**src/logic/mhb_pkg.sv**
```systemverilog
package mhb_pkg;
   localparam int unsigned ADDR_W        = 8;
   localparam int unsigned DATA_W        = 8;
   localparam logic [7:0]  ADDR_RST      = 8'h00;
   localparam logic [7:0]  DATA_RST      = 8'h00;
   // Bus style levels on the select pin
   localparam logic        STYLE_ENABLE  = 1'b0;
   localparam logic        STYLE_STROBE  = 1'b1;
   typedef enum logic [1:0] {MHB_IDLE, MHB_ADDR, MHB_READ} mhb_state_t;
endpackage

```
**src/logic/mhb_edge.sv**
```systemverilog
module mhb_edge (
   input  wire logic clk_sys,
   input  wire logic resetn,
   input  wire logic sig_in,
   output logic      level_o,
   output logic      rise_o,
   output logic      fall_o
);
   import mhb_pkg::*;
   logic prev_r;
   logic prev_nxt;
   logic seen_r;
   logic seen_nxt;
   always_comb begin
      prev_nxt = sig_in;
      seen_nxt = 1'b1;
   end
   always_ff @(posedge clk_sys or negedge resetn) begin
      if (!resetn) begin
         prev_r <= 1'b0;
         seen_r <= 1'b0;
      end else begin
         prev_r <= prev_nxt;
         seen_r <= seen_nxt;
      end
   end
   // No edge before one real sample, so a pin idling high never fakes one at reset
   assign level_o = sig_in;
   assign rise_o  = seen_r & sig_in & ~prev_r;
   assign fall_o  = seen_r & ~sig_in & prev_r;
endmodule

```
**src/logic/mhb_port.sv**
```systemverilog
// Functional notes
// - Low or open select means enable style
// - Address captured on address strobe fall
// - Write data on strobe fall or write-enable rise
// - Drive bus during read phase per style
// - Release bus when read phase ends
// - Deselected cycle latches address, no access
// - Power fail forces chip select inactive
// - Address strobe rise clears latched address
// - Strobe style: read/write high read, low write
// - Enable style: read/write is write enable
// - Reset low with power good refuses access
module mhb_port (
   input  wire logic                     clk_sys,
   input  wire logic                     resetn,
   input  wire logic                     bus_style_select,
   input  wire logic                     address_strobe,
   input  wire logic                     data_strobe,
   input  wire logic                     rd_wr,
   input  wire logic                     chip_sel_n,
   input  wire logic                     dev_reset_n,
   input  wire logic                     power_fail,
   input  wire logic [mhb_pkg::DATA_W-1:0] muxed_addr_data_bus_i,
   output logic [mhb_pkg::DATA_W-1:0]    muxed_addr_data_bus_o,
   output logic                          muxed_addr_data_bus_oe_n,
   output logic [mhb_pkg::ADDR_W-1:0]    mem_addr,
   output logic [mhb_pkg::DATA_W-1:0]    mem_wdata,
   output logic                          mem_we,
   output logic                          mem_re,
   input  wire logic [mhb_pkg::DATA_W-1:0] mem_rdata
);
   import mhb_pkg::*;

   // Edge views of the host strobes, flagged in the first cycle a pin shows its new level
   logic                as_rise;
   logic                as_fall;
   logic                ds_lvl;
   logic                ds_fall;
   logic                rw_lvl;
   logic                rw_rise;

   mhb_edge u_as (
      .clk_sys (clk_sys),
      .resetn  (resetn),
      .sig_in  (address_strobe),
      .level_o (),
      .rise_o  (as_rise),
      .fall_o  (as_fall)
   );

   mhb_edge u_ds (
      .clk_sys (clk_sys),
      .resetn  (resetn),
      .sig_in  (data_strobe),
      .level_o (ds_lvl),
      .rise_o  (),
      .fall_o  (ds_fall)
   );

   mhb_edge u_rw (
      .clk_sys (clk_sys),
      .resetn  (resetn),
      .sig_in  (rd_wr),
      .level_o (rw_lvl),
      .rise_o  (rw_rise),
      .fall_o  ()
   );

   logic                style_r, style_nxt;
   logic                style_ok_r, style_ok_nxt;
   logic [ADDR_W-1:0]   addr_r, addr_nxt;
   logic                addr_ok_r, addr_ok_nxt;
   logic [DATA_W-1:0]   dout_r, dout_nxt;
   logic                oe_n_r, oe_n_nxt;
   logic [DATA_W-1:0]   wdata_r, wdata_nxt;
   logic                we_r, we_nxt;
   logic                re_r, re_nxt;
   mhb_state_t          st_r, st_nxt;
   logic                sel;
   logic                rd_phase;
   logic                wr_take;
   logic                wr_live;
   logic                read_end;

   // Pin qualifiers folded into one internal select; power fail and reset win
   function automatic logic access_ok(input logic cs_n, input logic pf, input logic rst_n);
      return ~cs_n & ~pf & rst_n;
   endfunction

   function automatic logic read_window(input logic style, input logic ds, input logic rw);
      if (style == STYLE_STROBE) begin
         return ds & rw;
      end
      return ~ds & rw;
   endfunction

   function automatic logic write_edge(input logic style,
                                       input logic ds_f,
                                       input logic rw,
                                       input logic rw_r);
      if (style == STYLE_STROBE) begin
         return ds_f & ~rw;
      end
      return rw_r;
   endfunction

   // Style caught once after reset release; pin treated as strap
   always_comb begin
      style_nxt    = style_r;
      style_ok_nxt = 1'b1;
      if (!style_ok_r) begin
         style_nxt = bus_style_select;
      end
   end

   always_comb begin
      sel      = access_ok(chip_sel_n, power_fail, dev_reset_n);
      rd_phase = read_window(style_r, ds_lvl, rw_lvl);
      wr_take  = write_edge(style_r, ds_fall, rw_lvl, rw_rise);
      // A write edge coinciding with a new address belongs to no access
      wr_live  = wr_take && (st_r != MHB_IDLE) && !as_fall;
      read_end = !rd_phase || !sel || as_rise;
   end

   always_ff @(posedge clk_sys or negedge resetn) begin
      if (!resetn) begin
         style_r    <= STYLE_ENABLE;
         style_ok_r <= 1'b0;
      end else begin
         style_r    <= style_nxt;
         style_ok_r <= style_ok_nxt;
      end
   end

   // Sequencer: a read starts only from a live, selected address
   always_comb begin
      st_nxt = st_r;
      re_nxt = 1'b0;
      case (st_r)
         MHB_IDLE: begin
            if (as_fall) begin
               st_nxt = MHB_ADDR;
            end
         end
         MHB_ADDR: begin
            if (as_rise) begin
               st_nxt = MHB_IDLE;
            end else if (sel && addr_ok_r && rd_phase) begin
               st_nxt = MHB_READ;
               re_nxt = 1'b1;
            end
         end
         MHB_READ: begin
            if (read_end) begin
               st_nxt = MHB_ADDR;
            end
         end
         default: begin
            st_nxt = MHB_IDLE;
         end
      endcase
   end

   always_ff @(posedge clk_sys or negedge resetn) begin
      if (!resetn) begin
         st_r <= MHB_IDLE;
         re_r <= 1'b0;
      end else begin
         st_r <= st_nxt;
         re_r <= re_nxt;
      end
   end

   // Address latch; a refused access spends the address until a fresh strobe
   always_comb begin
      addr_nxt    = addr_r;
      addr_ok_nxt = addr_ok_r;
      if (as_fall) begin
         addr_nxt    = muxed_addr_data_bus_i;
         addr_ok_nxt = 1'b1;
      end else if (as_rise) begin
         addr_nxt    = ADDR_RST;
         addr_ok_nxt = 1'b0;
      end
      if (wr_live && !(sel && addr_ok_r)) begin
         addr_ok_nxt = 1'b0;
      end
      if (rd_phase && !sel && st_r == MHB_ADDR) begin
         addr_ok_nxt = 1'b0;
      end
   end

   always_ff @(posedge clk_sys or negedge resetn) begin
      if (!resetn) begin
         addr_r    <= ADDR_RST;
         addr_ok_r <= 1'b0;
      end else begin
         addr_r    <= addr_nxt;
         addr_ok_r <= addr_ok_nxt;
      end
   end

   always_comb begin
      wdata_nxt = wdata_r;
      we_nxt    = 1'b0;
      if (wr_live && sel && addr_ok_r) begin
         wdata_nxt = muxed_addr_data_bus_i;
         we_nxt    = 1'b1;
      end
   end

   always_ff @(posedge clk_sys or negedge resetn) begin
      if (!resetn) begin
         wdata_r <= DATA_RST;
         we_r    <= 1'b0;
      end else begin
         wdata_r <= wdata_nxt;
         we_r    <= we_nxt;
      end
   end

   // Drive only from the read state; storage data follows each read-state cycle and holds otherwise
   always_comb begin
      dout_nxt = dout_r;
      oe_n_nxt = 1'b1;
      if (st_r == MHB_READ) begin
         dout_nxt = mem_rdata;
         if (!read_end) begin
            oe_n_nxt = 1'b0;
         end
      end
   end

   always_ff @(posedge clk_sys or negedge resetn) begin
      if (!resetn) begin
         dout_r <= DATA_RST;
         oe_n_r <= 1'b1;
      end else begin
         dout_r <= dout_nxt;
         oe_n_r <= oe_n_nxt;
      end
   end

   assign muxed_addr_data_bus_o    = dout_r;
   assign muxed_addr_data_bus_oe_n = oe_n_r;
   assign mem_addr                 = addr_r;
   assign mem_wdata                = wdata_r;
   assign mem_we                   = we_r;
   assign mem_re                   = re_r;
endmodule

```
**config.mk**
```make
export PLATFORM = sky130hd
export DESIGN_NAME = mhb_port
export DESIGN_NICKNAME = d
export VERILOG_FILES = /design/src/logic/mhb_pkg.sv /design/src/logic/mhb_edge.sv /design/src/logic/mhb_port.sv
export SDC_FILE = /design/constraint.sdc
export NUM_CORES = 1
export LEC_CHECK = 0
export BUFFER_PORTS_ARGS = -buffer_cell sky130_fd_sc_hd__buf_2
export CORE_ASPECT_RATIO = 0.5
export CORE_UTILIZATION = 43
export CTS_CLUSTER_DIAMETER = 100
export DETAILED_ROUTE_END_ITERATION = 6
export PLACE_DENSITY = 0.74
export SLEW_MARGIN = 10
export SYNTH_ARGS = -nofsm -noshare
export SYNTH_HDL_FRONTEND = slang
export SYNTH_SLANG_ARGS = --single-unit
```
**constraint.sdc**
```tcl
create_clock -name clk_sys -period 1.6 [get_ports clk_sys]
set_clock_uncertainty 0.1 [all_clocks]
set_input_delay 0.16 -clock clk_sys [delete_from_list [all_inputs] [get_ports clk_sys]]
set_output_delay 0.16 -clock clk_sys [all_outputs]
set_load 0.05 [all_outputs]
```
==> flow_summary_export.csv, run 1 <==
group,metric,value,unit
run_status,status,"finished with violations",
run_status,violations,"setup timing",
logic_synthesis,netlist.area_leader.share,0.6267,
worst_setup_path,cp-end-kind,"register",
final_layout,areaGrowthSynthToFinish,44.06,%
logic_synthesis,syn-num-nets,120,
detailed_routing,detail-route-antenna-nets,0,
grt,track_usage,0.2032,
final_layout,drive_gt1_frac,0.5680,
die,coreArea,0.002781,mm2
grt,grt_first_pass_wirelength,4.981,mm
die,dieArea,0.003399,mm2
grt,grt.overflow.total,0,
clock_network,clkLatencyLatePin,0.28,ns
logic_synthesis,synth_cell_types,24,
logic_synthesis,synth_edf_count,0,
logic_synthesis,syn-instance-count,95,
flow_run,timing.max_cap.violations,0,
detailed_routing,drc_errors,0,
detailed_routing,wl_met3,185,um
clock_network,clock_path_buffers,2,
detailed_routing,via_count,1060,
clock_network,cts_root_buf,"clkbuf_8",
clock_network,clock_sinks,35,
pwr,intPower,1.693,mW
detailed_routing,wl_per_cell,14.49,um
detailed_routing,met1Wirelength,1.354,mm
pwr,peakVddDrop,685.2,uV
pwr,power_leakage,1.041,nW
worst_setup_path,r2r_slack,-0.11,ns
worst_setup_path,critical_path_class,"register to register",
pwr,swShare,0.3397,
detailed_routing,top_layer,"met4",
die,fp.dieH,41.73,um
pwr,p_per_area,1311,mW/mm2
grt,first_global_vias,1076,
clock_network,cts_buffers,5,
sta,finalCritPeriodShare,1.071,
worst_setup_path,crit_path_top_delay_cell,"dfrtp_1",
logic_synthesis,yosysMostFrequentCell,"dfrtp_1",
detailed_routing,first_iter_violations,63,
logic_synthesis,yosys.area.top_type,"dfrtp_1",
final_layout,fin_area,0.001956,mm2
pwr,pwr-share-seq,0.414,
logic_synthesis,synthTopCellsByCount,"dfrtp_1 (34), mux2_2 (17), a22o_1 (8), nor2_1 (6), a21oi_1 (4)",
clock_network,cts_tree,"done",
logic_synthesis,synthFlopType,"dfrtp_1",
worst_setup_path,worst-path-max-fanout,5,
pwr,p_sw,0.8708,mW
worst_setup_path,required,1.67,ns
sta,hold_violations,0,
hold_path,hold_class,"input pin to register",
logic_synthesis,ys_seq_area_frac,0.6461,
clock_network,clkTransAtPathRegs,0.07,ns
final_layout,n_antenna_cell,0,
worst_setup_path,crit_chain,"nor3b_2 > o2111ai_4 > nor2_4 > mux2_2",
placed_design,hpwlAfterDp,1.969,mm
sta,fmax,583.4,MHz
grt,antenna_found_initial,0,
logic_synthesis,yosys_warnings,0,
sta,setup_viol,8,
logic_synthesis,synth.area.top_cells,"dfrtp_1 (63%), mux2_2 (14%), a22o_1 (5.2%)",
sta,period_minus_slack,1.714,ns
logic_synthesis,postSynthAreaPerCell,14.29,um2
logic_synthesis,syn_area,0.001358,mm2
sta,rsz0062_at_grt,"yes",
grt,grt_max_degree,36,
placed_design,place_area,0.001702,mm2
pwr,pwr-share-clk,0.317,
worst_setup_path,max_stage_delay,0.42,ns
logic_synthesis,async_reset_ff_frac,1.000,
logic_synthesis,ys_ff_latch,35,
clock_network,ctsHtreeMaxLevel,2,
sta,slew_viol_final,0,
die,initial_core_util,0.4881,
detailed_routing,wl_met2,1.404,mm
die,die_x,81.46,um
worst_setup_path,start_kind,"register",
detailed_routing,vias_per_cell,5.146,
die,pin_count,52,
placed_design,routabilityCongestion,0.7975,
pwr,power_frac_comb,0.269,
worst_setup_path,worst_ep_arrival_time,1.79,ns
detailed_routing,dr.pass1.iters,4,
die,core.rowCount,13,
detailed_routing,totalWireLength,2.985,mm
final_layout,fin_util,0.7031,
placed_design,io_buffers,51,
sta,setup_ws,-0.1140,ns
final_layout,nets,193,
[cells in the final DEF (no fill, tap or decap), drive strengths merged, types with 3 or more instances in the layout]
| master | instances |
|---|---|
| a21oi | 4 |
| a22o | 8 |
| buf | 60 |
| clkbuf | 5 |
| dfrtp | 34 |
| dlygate4sd3 | 7 |
| mux2 | 17 |
| nor2 | 8 |
| or2 | 3 |
[layer usage]
layer  GRT usage  vias to the layer above
met5           0                        -
li1            -                      489
met1      0.2511                      526
met4     0.08929                        0
met2      0.3233                       41
met3     0.06813                        4
[final timing paths]
path	start	endpoint	cells past startpoint
setup / recovery	style_r	mem_wdata[3]	4
hold / removal	mem_rdata[5]	muxed_addr_data_bus_o[5]	2
setup reg to reg	style_r	mem_wdata[3]	4
hold reg to reg	mem_addr[3]	mem_addr[3]	1
max in group asynchronous	resetn	muxed_addr_data_bus_oe_n	3
min in group asynchronous	resetn	mem_wdata[2]	3
[area by class of cell]
class | count | area, um2
Clock inverter | 3 | 47.55
Fill cell | 198 | 825.8
Timing Repair Buffer | 67 | 392.9
Inverter | 1 | 3.754
Multi-Input combinational cell | 58 | 518.0
Sequential cell | 35 | 878.3
Clock buffer | 5 | 68.82
Tap cell | 37 | 46.29
[through the flow]
| stage | TNS (ns) | std cells | setup slack, ns | power [mW] | hold slack [ns] |
|---|---|---|---|---|---|
| 2_1_floorplan | 0 | 95 | 0.05780 | 1.521 | -0.2356 |
| 3_3_place_gp | -0.1409 | 188 | -0.01838 | 1.706 | 0.1138 |
| 3_5_place_dp | -0.3725 | 188 | -0.05285 | 1.725 | 0.1156 |
| 4_1_cts | -0.2638 | 204 | -0.04745 | 2.568 | 0.0005015 |
| 5_1_grt | -0.9479 | 206 | -0.1628 | 2.680 | 0.003630 |
| 6_report | -0.5828 | 206 | -0.1140 | 2.564 | 0.006441 |
[cells by family (layout without fill, tap and decap cells)]
group	count (synthesis)	in the layout	synth area share
buffers and inverters	3	76	0.01014
other	1	1	0.002762
xor gates and xnor gates	1	1	0.006453
and+or+nand+nor	22	23	0.09862
muxes	17	17	0.1410
DFF	35	35	0.6461
AOI/OAI and AO/OA	16	16	0.09493
[timing repair]
action,4_1_cts,5_1_grt
endpoints found under the hold margin,39,1
gates resized for setup,3,7
gates cloned,1,0
endpoints found under the setup margin,8,17
setup buffers,1,1
pin swaps,2,5
hold buffers,6,1
[registers in the layout, summed over array words and instances (netlist names)]
register                  count
mem_re                        1
muxed_addr_data_bus_oe_n      1
style_r                       1
u_rw.prev_r                   1
muxed_addr_data_bus_o         8
st_r                          2
u_rw.seen_r                   1
u_ds.prev_r                   1
addr_ok_r                     1
mem_addr                      8
u_as.prev_r                   1
mem_wdata                     8
mem_we                        1
[worst max-delay path, delay by kind of cell (launching register included)]
family / cells / cell delay, ns
mux: 1 / 0.36
compound gates: 1 / 0.21
flops: 1 / 0.42
simple gates: 2 / 0.51
[power by group through the flow]
stage / Clock (mW) / Combinational [mW] / Sequential [mW]
3_3_place_gp: 0 / 0.639 / 1.07
6_report: 0.813 / 0.690 / 1.06
4_1_cts: 0.831 / 0.678 / 1.06
3_5_place_dp: 0 / 0.653 / 1.07
5_1_grt: 0.873 / 0.732 / 1.07
2_1_floorplan: 0 / 0.148 / 1.37
Power figures use the tool's default switching activity.
==> run 2, diff against run 1 <==
ABC_AREA = 1   (was default)
CORE_UTILIZATION = 44   (was 43)
PLACE_DENSITY = 0.75   (was 0.74)
==> flow_summary_export.csv, run 2 <==
group,metric,value,unit
run_status,status,"finished with violations",
run_status,violations,"DRC",
sta,finalCritPeriodShare,0.9178,
final_layout,areaGrowthSynthToFinish,30.57,%
final_layout,nets,222,
logic_synthesis,syn_area,0.001478,mm2
logic_synthesis,netlist.area_leader.share,0.5758,
worst_setup_path,worst_ep_arrival_time,1.54,ns
clock_network,cts_tree,"done",
die,fp.dieH,42.98,um
grt,grt_max_degree,36,
clock_network,clkLatencyLatePin,0.28,ns
pwr,totalPowerFinal,2.487,mW
die,initial_core_util,0.4766,
clock_network,clock_sinks,35,
sta,period_minus_slack,1.469,ns
clock_network,cts_root_buf,"clkbuf_8",
sta,setup_viol,0,
logic_synthesis,synth_cell_types,23,
worst_setup_path,cp-end-kind,"register",
grt,grt.overflow.total,0,
clock_network,postCtsSetupBuffers,0,
sta,slew_viol_final,0,
final_layout,layout_common_cells,"buf_2 (51), dfrtp_1 (34), nand2_1 (18)",
clock_network,ctsHtreeMaxLevel,2,
detailed_routing,drc_errors,5,
clock_network,clock_path_buffers,2,
die,core.rowCount,14,
logic_synthesis,synthFlopType,"dfrtp_1",
placed_design,io_buffers,51,
placed_design,routabilityCongestion,0.7871,
worst_setup_path,critPathTopFamily,"buffers and inverters",
logic_synthesis,ys_seq_area_frac,0.5936,
detailed_routing,wl_per_cell,10.99,um
sta,rsz0062_at_grt,"no",
pwr,peakVddDrop,445.7,uV
hold_path,hold_class,"input pin to register",
pwr,p_per_area,1289,mW/mm2
final_layout,layout_commonest_cell,"buf_2",
worst_setup_path,crit_path_top_delay_cell,"dlygate4sd3_1",
clock_network,cts_buffers,5,
detailed_routing,dr.pass1.iters,6,
worst_setup_path,critical_path_class,"input pin to register",
clock_network,clkTransAtPathRegs,0.07,ns
final_layout,fin_util,0.6223,
final_layout,n_antenna_cell,0,
final_layout,drive_gt1_frac,0.4747,
logic_synthesis,synth.area.top_cells,"dfrtp_1 (58%), mux2_2 (6.1%), o21ai_2 (4.7%)",
worst_setup_path,path_buf_inv,4,
die,die_x,83.96,um
final_layout,fin_area,0.001929,mm2
placed_design,hpwlAfterDp,1.931,mm
placed_design,place_area,0.001775,mm2
sta,tns,0,ns
detailed_routing,totalWireLength,2.615,mm
worst_setup_path,required,1.67,ns
sta,hold_violations,0,
pwr,power_leakage,1.020,nW
grt,antenna_found_initial,0,
logic_synthesis,synth_edf_count,0,
worst_setup_path,start_kind,"input pin",
detailed_routing,first_iter_violations,43,
worst_setup_path,max_stage_delay,0.53,ns
die,dieArea,0.003608,mm2
sta,fmax,680.9,MHz
die,coreArea,0.003100,mm2
final_layout,regArea,877.1,um2
sta,whs,0.008328,ns
logic_synthesis,synthTopCellsByCount,"dfrtp_1 (34), nand2_1 (18), inv_1 (14), nand3_1 (10), o21ai_1 (9)",
logic_synthesis,syn-instance-count,134,
detailed_routing,via_count,1089,
logic_synthesis,yosysMostFrequentCell,"dfrtp_1",
logic_synthesis,yosys_warnings,0,
final_layout,multiInputGateArea,503.0,um2
detailed_routing,detail-route-antenna-nets,0,
final_layout,fillers,275,
grt,first_global_vias,1021,
logic_synthesis,postSynthAreaPerCell,11.03,um2
grt,grt_first_pass_wirelength,4.498,mm
logic_synthesis,syn-num-nets,159,
logic_synthesis,async_reset_ff_frac,1.000,
logic_synthesis,ys_ff_latch,35,
grt,track_usage,0.1666,
die,pin_count,52,
worst_setup_path,worst-path-max-fanout,4,
worst_setup_path,crit_chain,"dlygate4sd3_1 > buf_2 > inv_1 > nor2_1 > nor2_1 > nand3_2 > and2_1 > nand2_1 > inv_1",
detailed_routing,vias_per_cell,4.576,
logic_synthesis,yosys.area.top_type,"dfrtp_1",
flow_run,timing.max_cap.violations,0,
-- run 2: what timing repair did --
| action | CTS | global route |
|---|---|---|
| resized for setup | 0 | 0 |
| hold buffers | 5 | 0 |
| endpoints found under the hold margin | 38 | 0 |
-- run 2: power by group --
part	switching [mW]	internal, mW	total [mW]
clock network	0.315	0.391	0.707
registers	0.0632	0.999	1.06
logic	0.509	0.209	0.718
-- run 2: stage by stage --
stage | worst slack [ns] | instances
after CTS | 0.1312 | 238
after global routing | 0.01609 | 238
after floorplan | 0.3409 | 134
final | 0.1315 | 238
after global placement | 0.2821 | 225
after detailed placement | 0.2403 | 225
-- run 2: final timing paths --
path	cells past startpoint	slack [ns]	from	endpoint
max in group asynchronous	3	0.74	resetn	muxed_addr_data_bus_oe_n
setup reg to reg	6	0.24	u_rw.seen_r	mem_wdata[3]
hold / removal	2	0.008	mem_rdata[5]	muxed_addr_data_bus_o[5]
min in group asynchronous	3	0.33	resetn	st_r[1]
setup / recovery	9	0.13	data_strobe	st_r[0]
hold reg to reg	2	0.38	mem_wdata[7]	mem_wdata[7]
-- run 2: area by class of cell --
cell class | instances | area share
Clock buffer | 7 | 0.04994
Clock inverter | 1 | 0.003891
Inverter | 18 | 0.03502
Multi-Input combinational cell | 78 | 0.2607
Sequential cell | 35 | 0.4546
Tap cell | 40 | 0.02594
Timing Repair Buffer | 59 | 0.1699
-- run 2: cell families (layout without fill, tap and decap cells) --
family                 count (synthesis)  in the layout  synth area share
AO/OA/AOI/OAI                         21             21           0.09145
buffers and inverters                 21             85           0.06604
flip-flops                            35             35            0.5936
multiplexers                           8              8           0.06097
other                                  1              1          0.002538
AND/OR/NAND/NOR                       48             48            0.1854
-- run 2: per-layer routing --
metal | GRT usage | up-vias | wire [um]
met2 | 0.2672 | 27 | 1213
li1 | - | 560 | -
met5 | 0 | - | 0
met1 | 0.2126 | 499 | 1267
met3 | 0.07393 | 3 | 120
met4 | 0.03103 | 0 | 13
==> run 3, diff against run 2 <==
CORE_UTILIZATION = 40   (was 44)
PLACE_DENSITY = 0.69   (was 0.75)
RECOVER_POWER = 100   (was default)
==> flow_summary_export.csv, run 3 (synthesized netlist as in run 2, its figures left out) <==
group,metric,value,unit
run_status,status,"finished, final reports clean",
worst_setup_path,r2r_slack,0.20,ns
die,fp.dieH,44.98,um
placed_design,dp_slack,0.2097,ns
worst_setup_path,worst-path-max-fanout,4,
pwr,totalPowerFinal,2.521,mW
clock_network,clock_path_buffers,2,
detailed_routing,vias_per_cell,4.413,
die,dieArea,0.003956,mm2
grt,antenna_found_initial,0,
detailed_routing,dr.pass1.iters,4,
worst_setup_path,reg2reg_to,"st_r[0]",
placed_design,place_area,0.001782,mm2
detailed_routing,totalWireLength,2.616,mm
final_layout,drive_gt1_frac,0.3112,
sta,period_minus_slack,1.482,ns
sta,setup_viol,0,
worst_setup_path,crit_chain,"dlygate4sd3_1 > buf_2 > inv_1 > nor2_1 > nor2_1 > nand3_2 > and2_0 > nand2_1 > inv_1",
worst_setup_path,critical_path_class,"input pin to register",
sta,rsz0062_at_grt,"no",
final_layout,areaGrowthSynthToFinish,26.59,%
grt,first_global_vias,986,
sta,slew_viol_final,0,
clock_network,ctsHtreeMaxLevel,2,
pwr,power_leakage,0.9160,nW
final_layout,layout_commonest_cell,"dfrtp_1",
worst_setup_path,required,1.68,ns
worst_setup_path,critPathTopFamily,"buffers and inverters",
pwr,power_frac_comb,0.270,
die,core.rowCount,15,
die,die_x,87.96,um
sta,slew_headroom,0.4421,
clock_network,clkLatencyLatePin,0.28,ns
die,pin_count,52,
clock_network,clock_sinks,35,
grt,grt_max_degree,36,
clock_network,cts_root_buf,"clkbuf_8",
grt,track_usage,0.1510,
pwr,p_per_area,1348,mW/mm2
worst_setup_path,r2r-start,"st_r[0]",
sta,tns,0,ns
placed_design,io_buffers,51,
pwr,pwr-share-seq,0.421,
placed_design,hpwlAfterDp,1.904,mm
worst_setup_path,crit_path_top_delay_cell,"dlygate4sd3_1",
hold_path,whs_path_depth,2,
pwr,peakVddDrop,584.9,uV
detailed_routing,detail-route-antenna-nets,0,
hold_path,hold_class,"input pin to register",
worst_setup_path,max_stage_delay,0.53,ns
clock_network,cts_buffers,5,
die,initial_core_util,0.4233,
worst_setup_path,worst_ep_arrival_time,1.57,ns
worst_setup_path,start_kind,"input pin",
worst_setup_path,path_buf_inv,4,
detailed_routing,drc_errors,0,
pwr,swShare,0.3516,
placed_design,routabilityCongestion,0.7631,
detailed_routing,wl_per_cell,10.59,um
grt,grt_first_pass_wirelength,4.436,mm
sta,setup_ws,0.1176,ns
grt,grt.overflow.total,0,
worst_setup_path,ff2ff_path_depth,7,
worst_setup_path,cp-end-kind,"register",
flow_run,timing.max_cap.violations,0,
sta,hold_violations,0,
placed_design,dp.cells,235,
clock_network,clkTransAtPathRegs,0.07,ns
hold_path,worstHoldStart,"mem_rdata[3]",
pwr,pwr-share-clk,0.309,
hold_path,holdPathEnd,"muxed_addr_data_bus_o[3]",
sta,finalCritPeriodShare,0.9265,
final_layout,n_antenna_cell,0,
sta,fmax,674.6,MHz
final_layout,finalNonFillerCells,247,
final_layout,fin_area,0.001871,mm2
detailed_routing,via_count,1090,
pwr,p_sw,0.8863,mW
detailed_routing,first_iter_violations,57,
clock_network,cts_tree,"done",
final_layout,layout_common_cells,"dfrtp_1 (34), clkbuf_1 (27), buf_2 (23)",
pwr,intPower,1.635,mW
die,coreArea,0.003491,mm2
sta,worst_pin_slew,0.8369,ns
final_layout,nets,220,
==> run 3: per-stage QoR <==
step	utilization	hold WS (ns)
after floorplan	-	-0.2356
after global placement	0.5104	0.1145
after detailed placement	0.5104	0.1175
after CTS	0.5541	0.003278
after global routing	0.5358	0.001197
final	0.5358	0.007923
==> run 3: cell type report <==
class	instances	area, um2
inverters	18	67.56
multi-input cells	78	478.0
clock inverters	3	43.79
well taps	51	63.81
fillers	336	1620
clock buffers	5	68.82
flip-flops and latches	35	877.1
repair buffers	57	271.5
==> run 3: worst max-delay path by stage <==
| stage | to | from | slack (ns) | cells past startpoint |
|---|---|---|---|---|
| 5_1_grt | mem_wdata[4] | rd_wr | 0.03 | 8 |
| 3_5_place_dp | mem_wdata[4] | u_rw.seen_r | 0.21 | 6 |
| 4_1_cts | st_r[0] | data_strobe | 0.11 | 9 |
| 2_1_floorplan | mem_wdata[6] | u_rw.seen_r | 0.34 | 7 |
| 3_3_place_gp | mem_wdata[5] | u_rw.seen_r | 0.26 | 6 |
| 6_report | st_r[0] | data_strobe | 0.12 | 9 |
==> run 3: worst register-to-register path: stages, from the launching register on <==
cell,delay (ns)
dfrtp_1,0.42
inv_1,0.13
nand2_4,0.11
nor2_1,0.15
nand3_2,0.13
and2_0,0.17
nand2_1,0.06
inv_1,0.03
==> run 3: per-layer routing <==
layer  vias up  global-route usage  routed length (um)
met5         -                   0                   0
met4         0             0.03934                  19
met2        34              0.2481                1162
li1        550                   -                   -
met1       504              0.1945                1293
met3         2             0.05302                 141
==> run 3: timing repair <==
item,CTS,global route
setup endpoints to repair,0,0
endpoints found under the hold margin,37,0
buffers inserted,0,0
resized for setup,0,0
hold buffers,4,0
==> run 3: power groups by stage <==
stage	Clock, mW	Sequential [mW]	Combinational (mW)
after floorplan	0	1.38	0.230
after global placement	0	1.08	0.703
after detailed placement	0	1.08	0.713
after CTS	0.801	1.06	0.723
after global routing	0.845	1.08	0.736
final	0.779	1.06	0.680
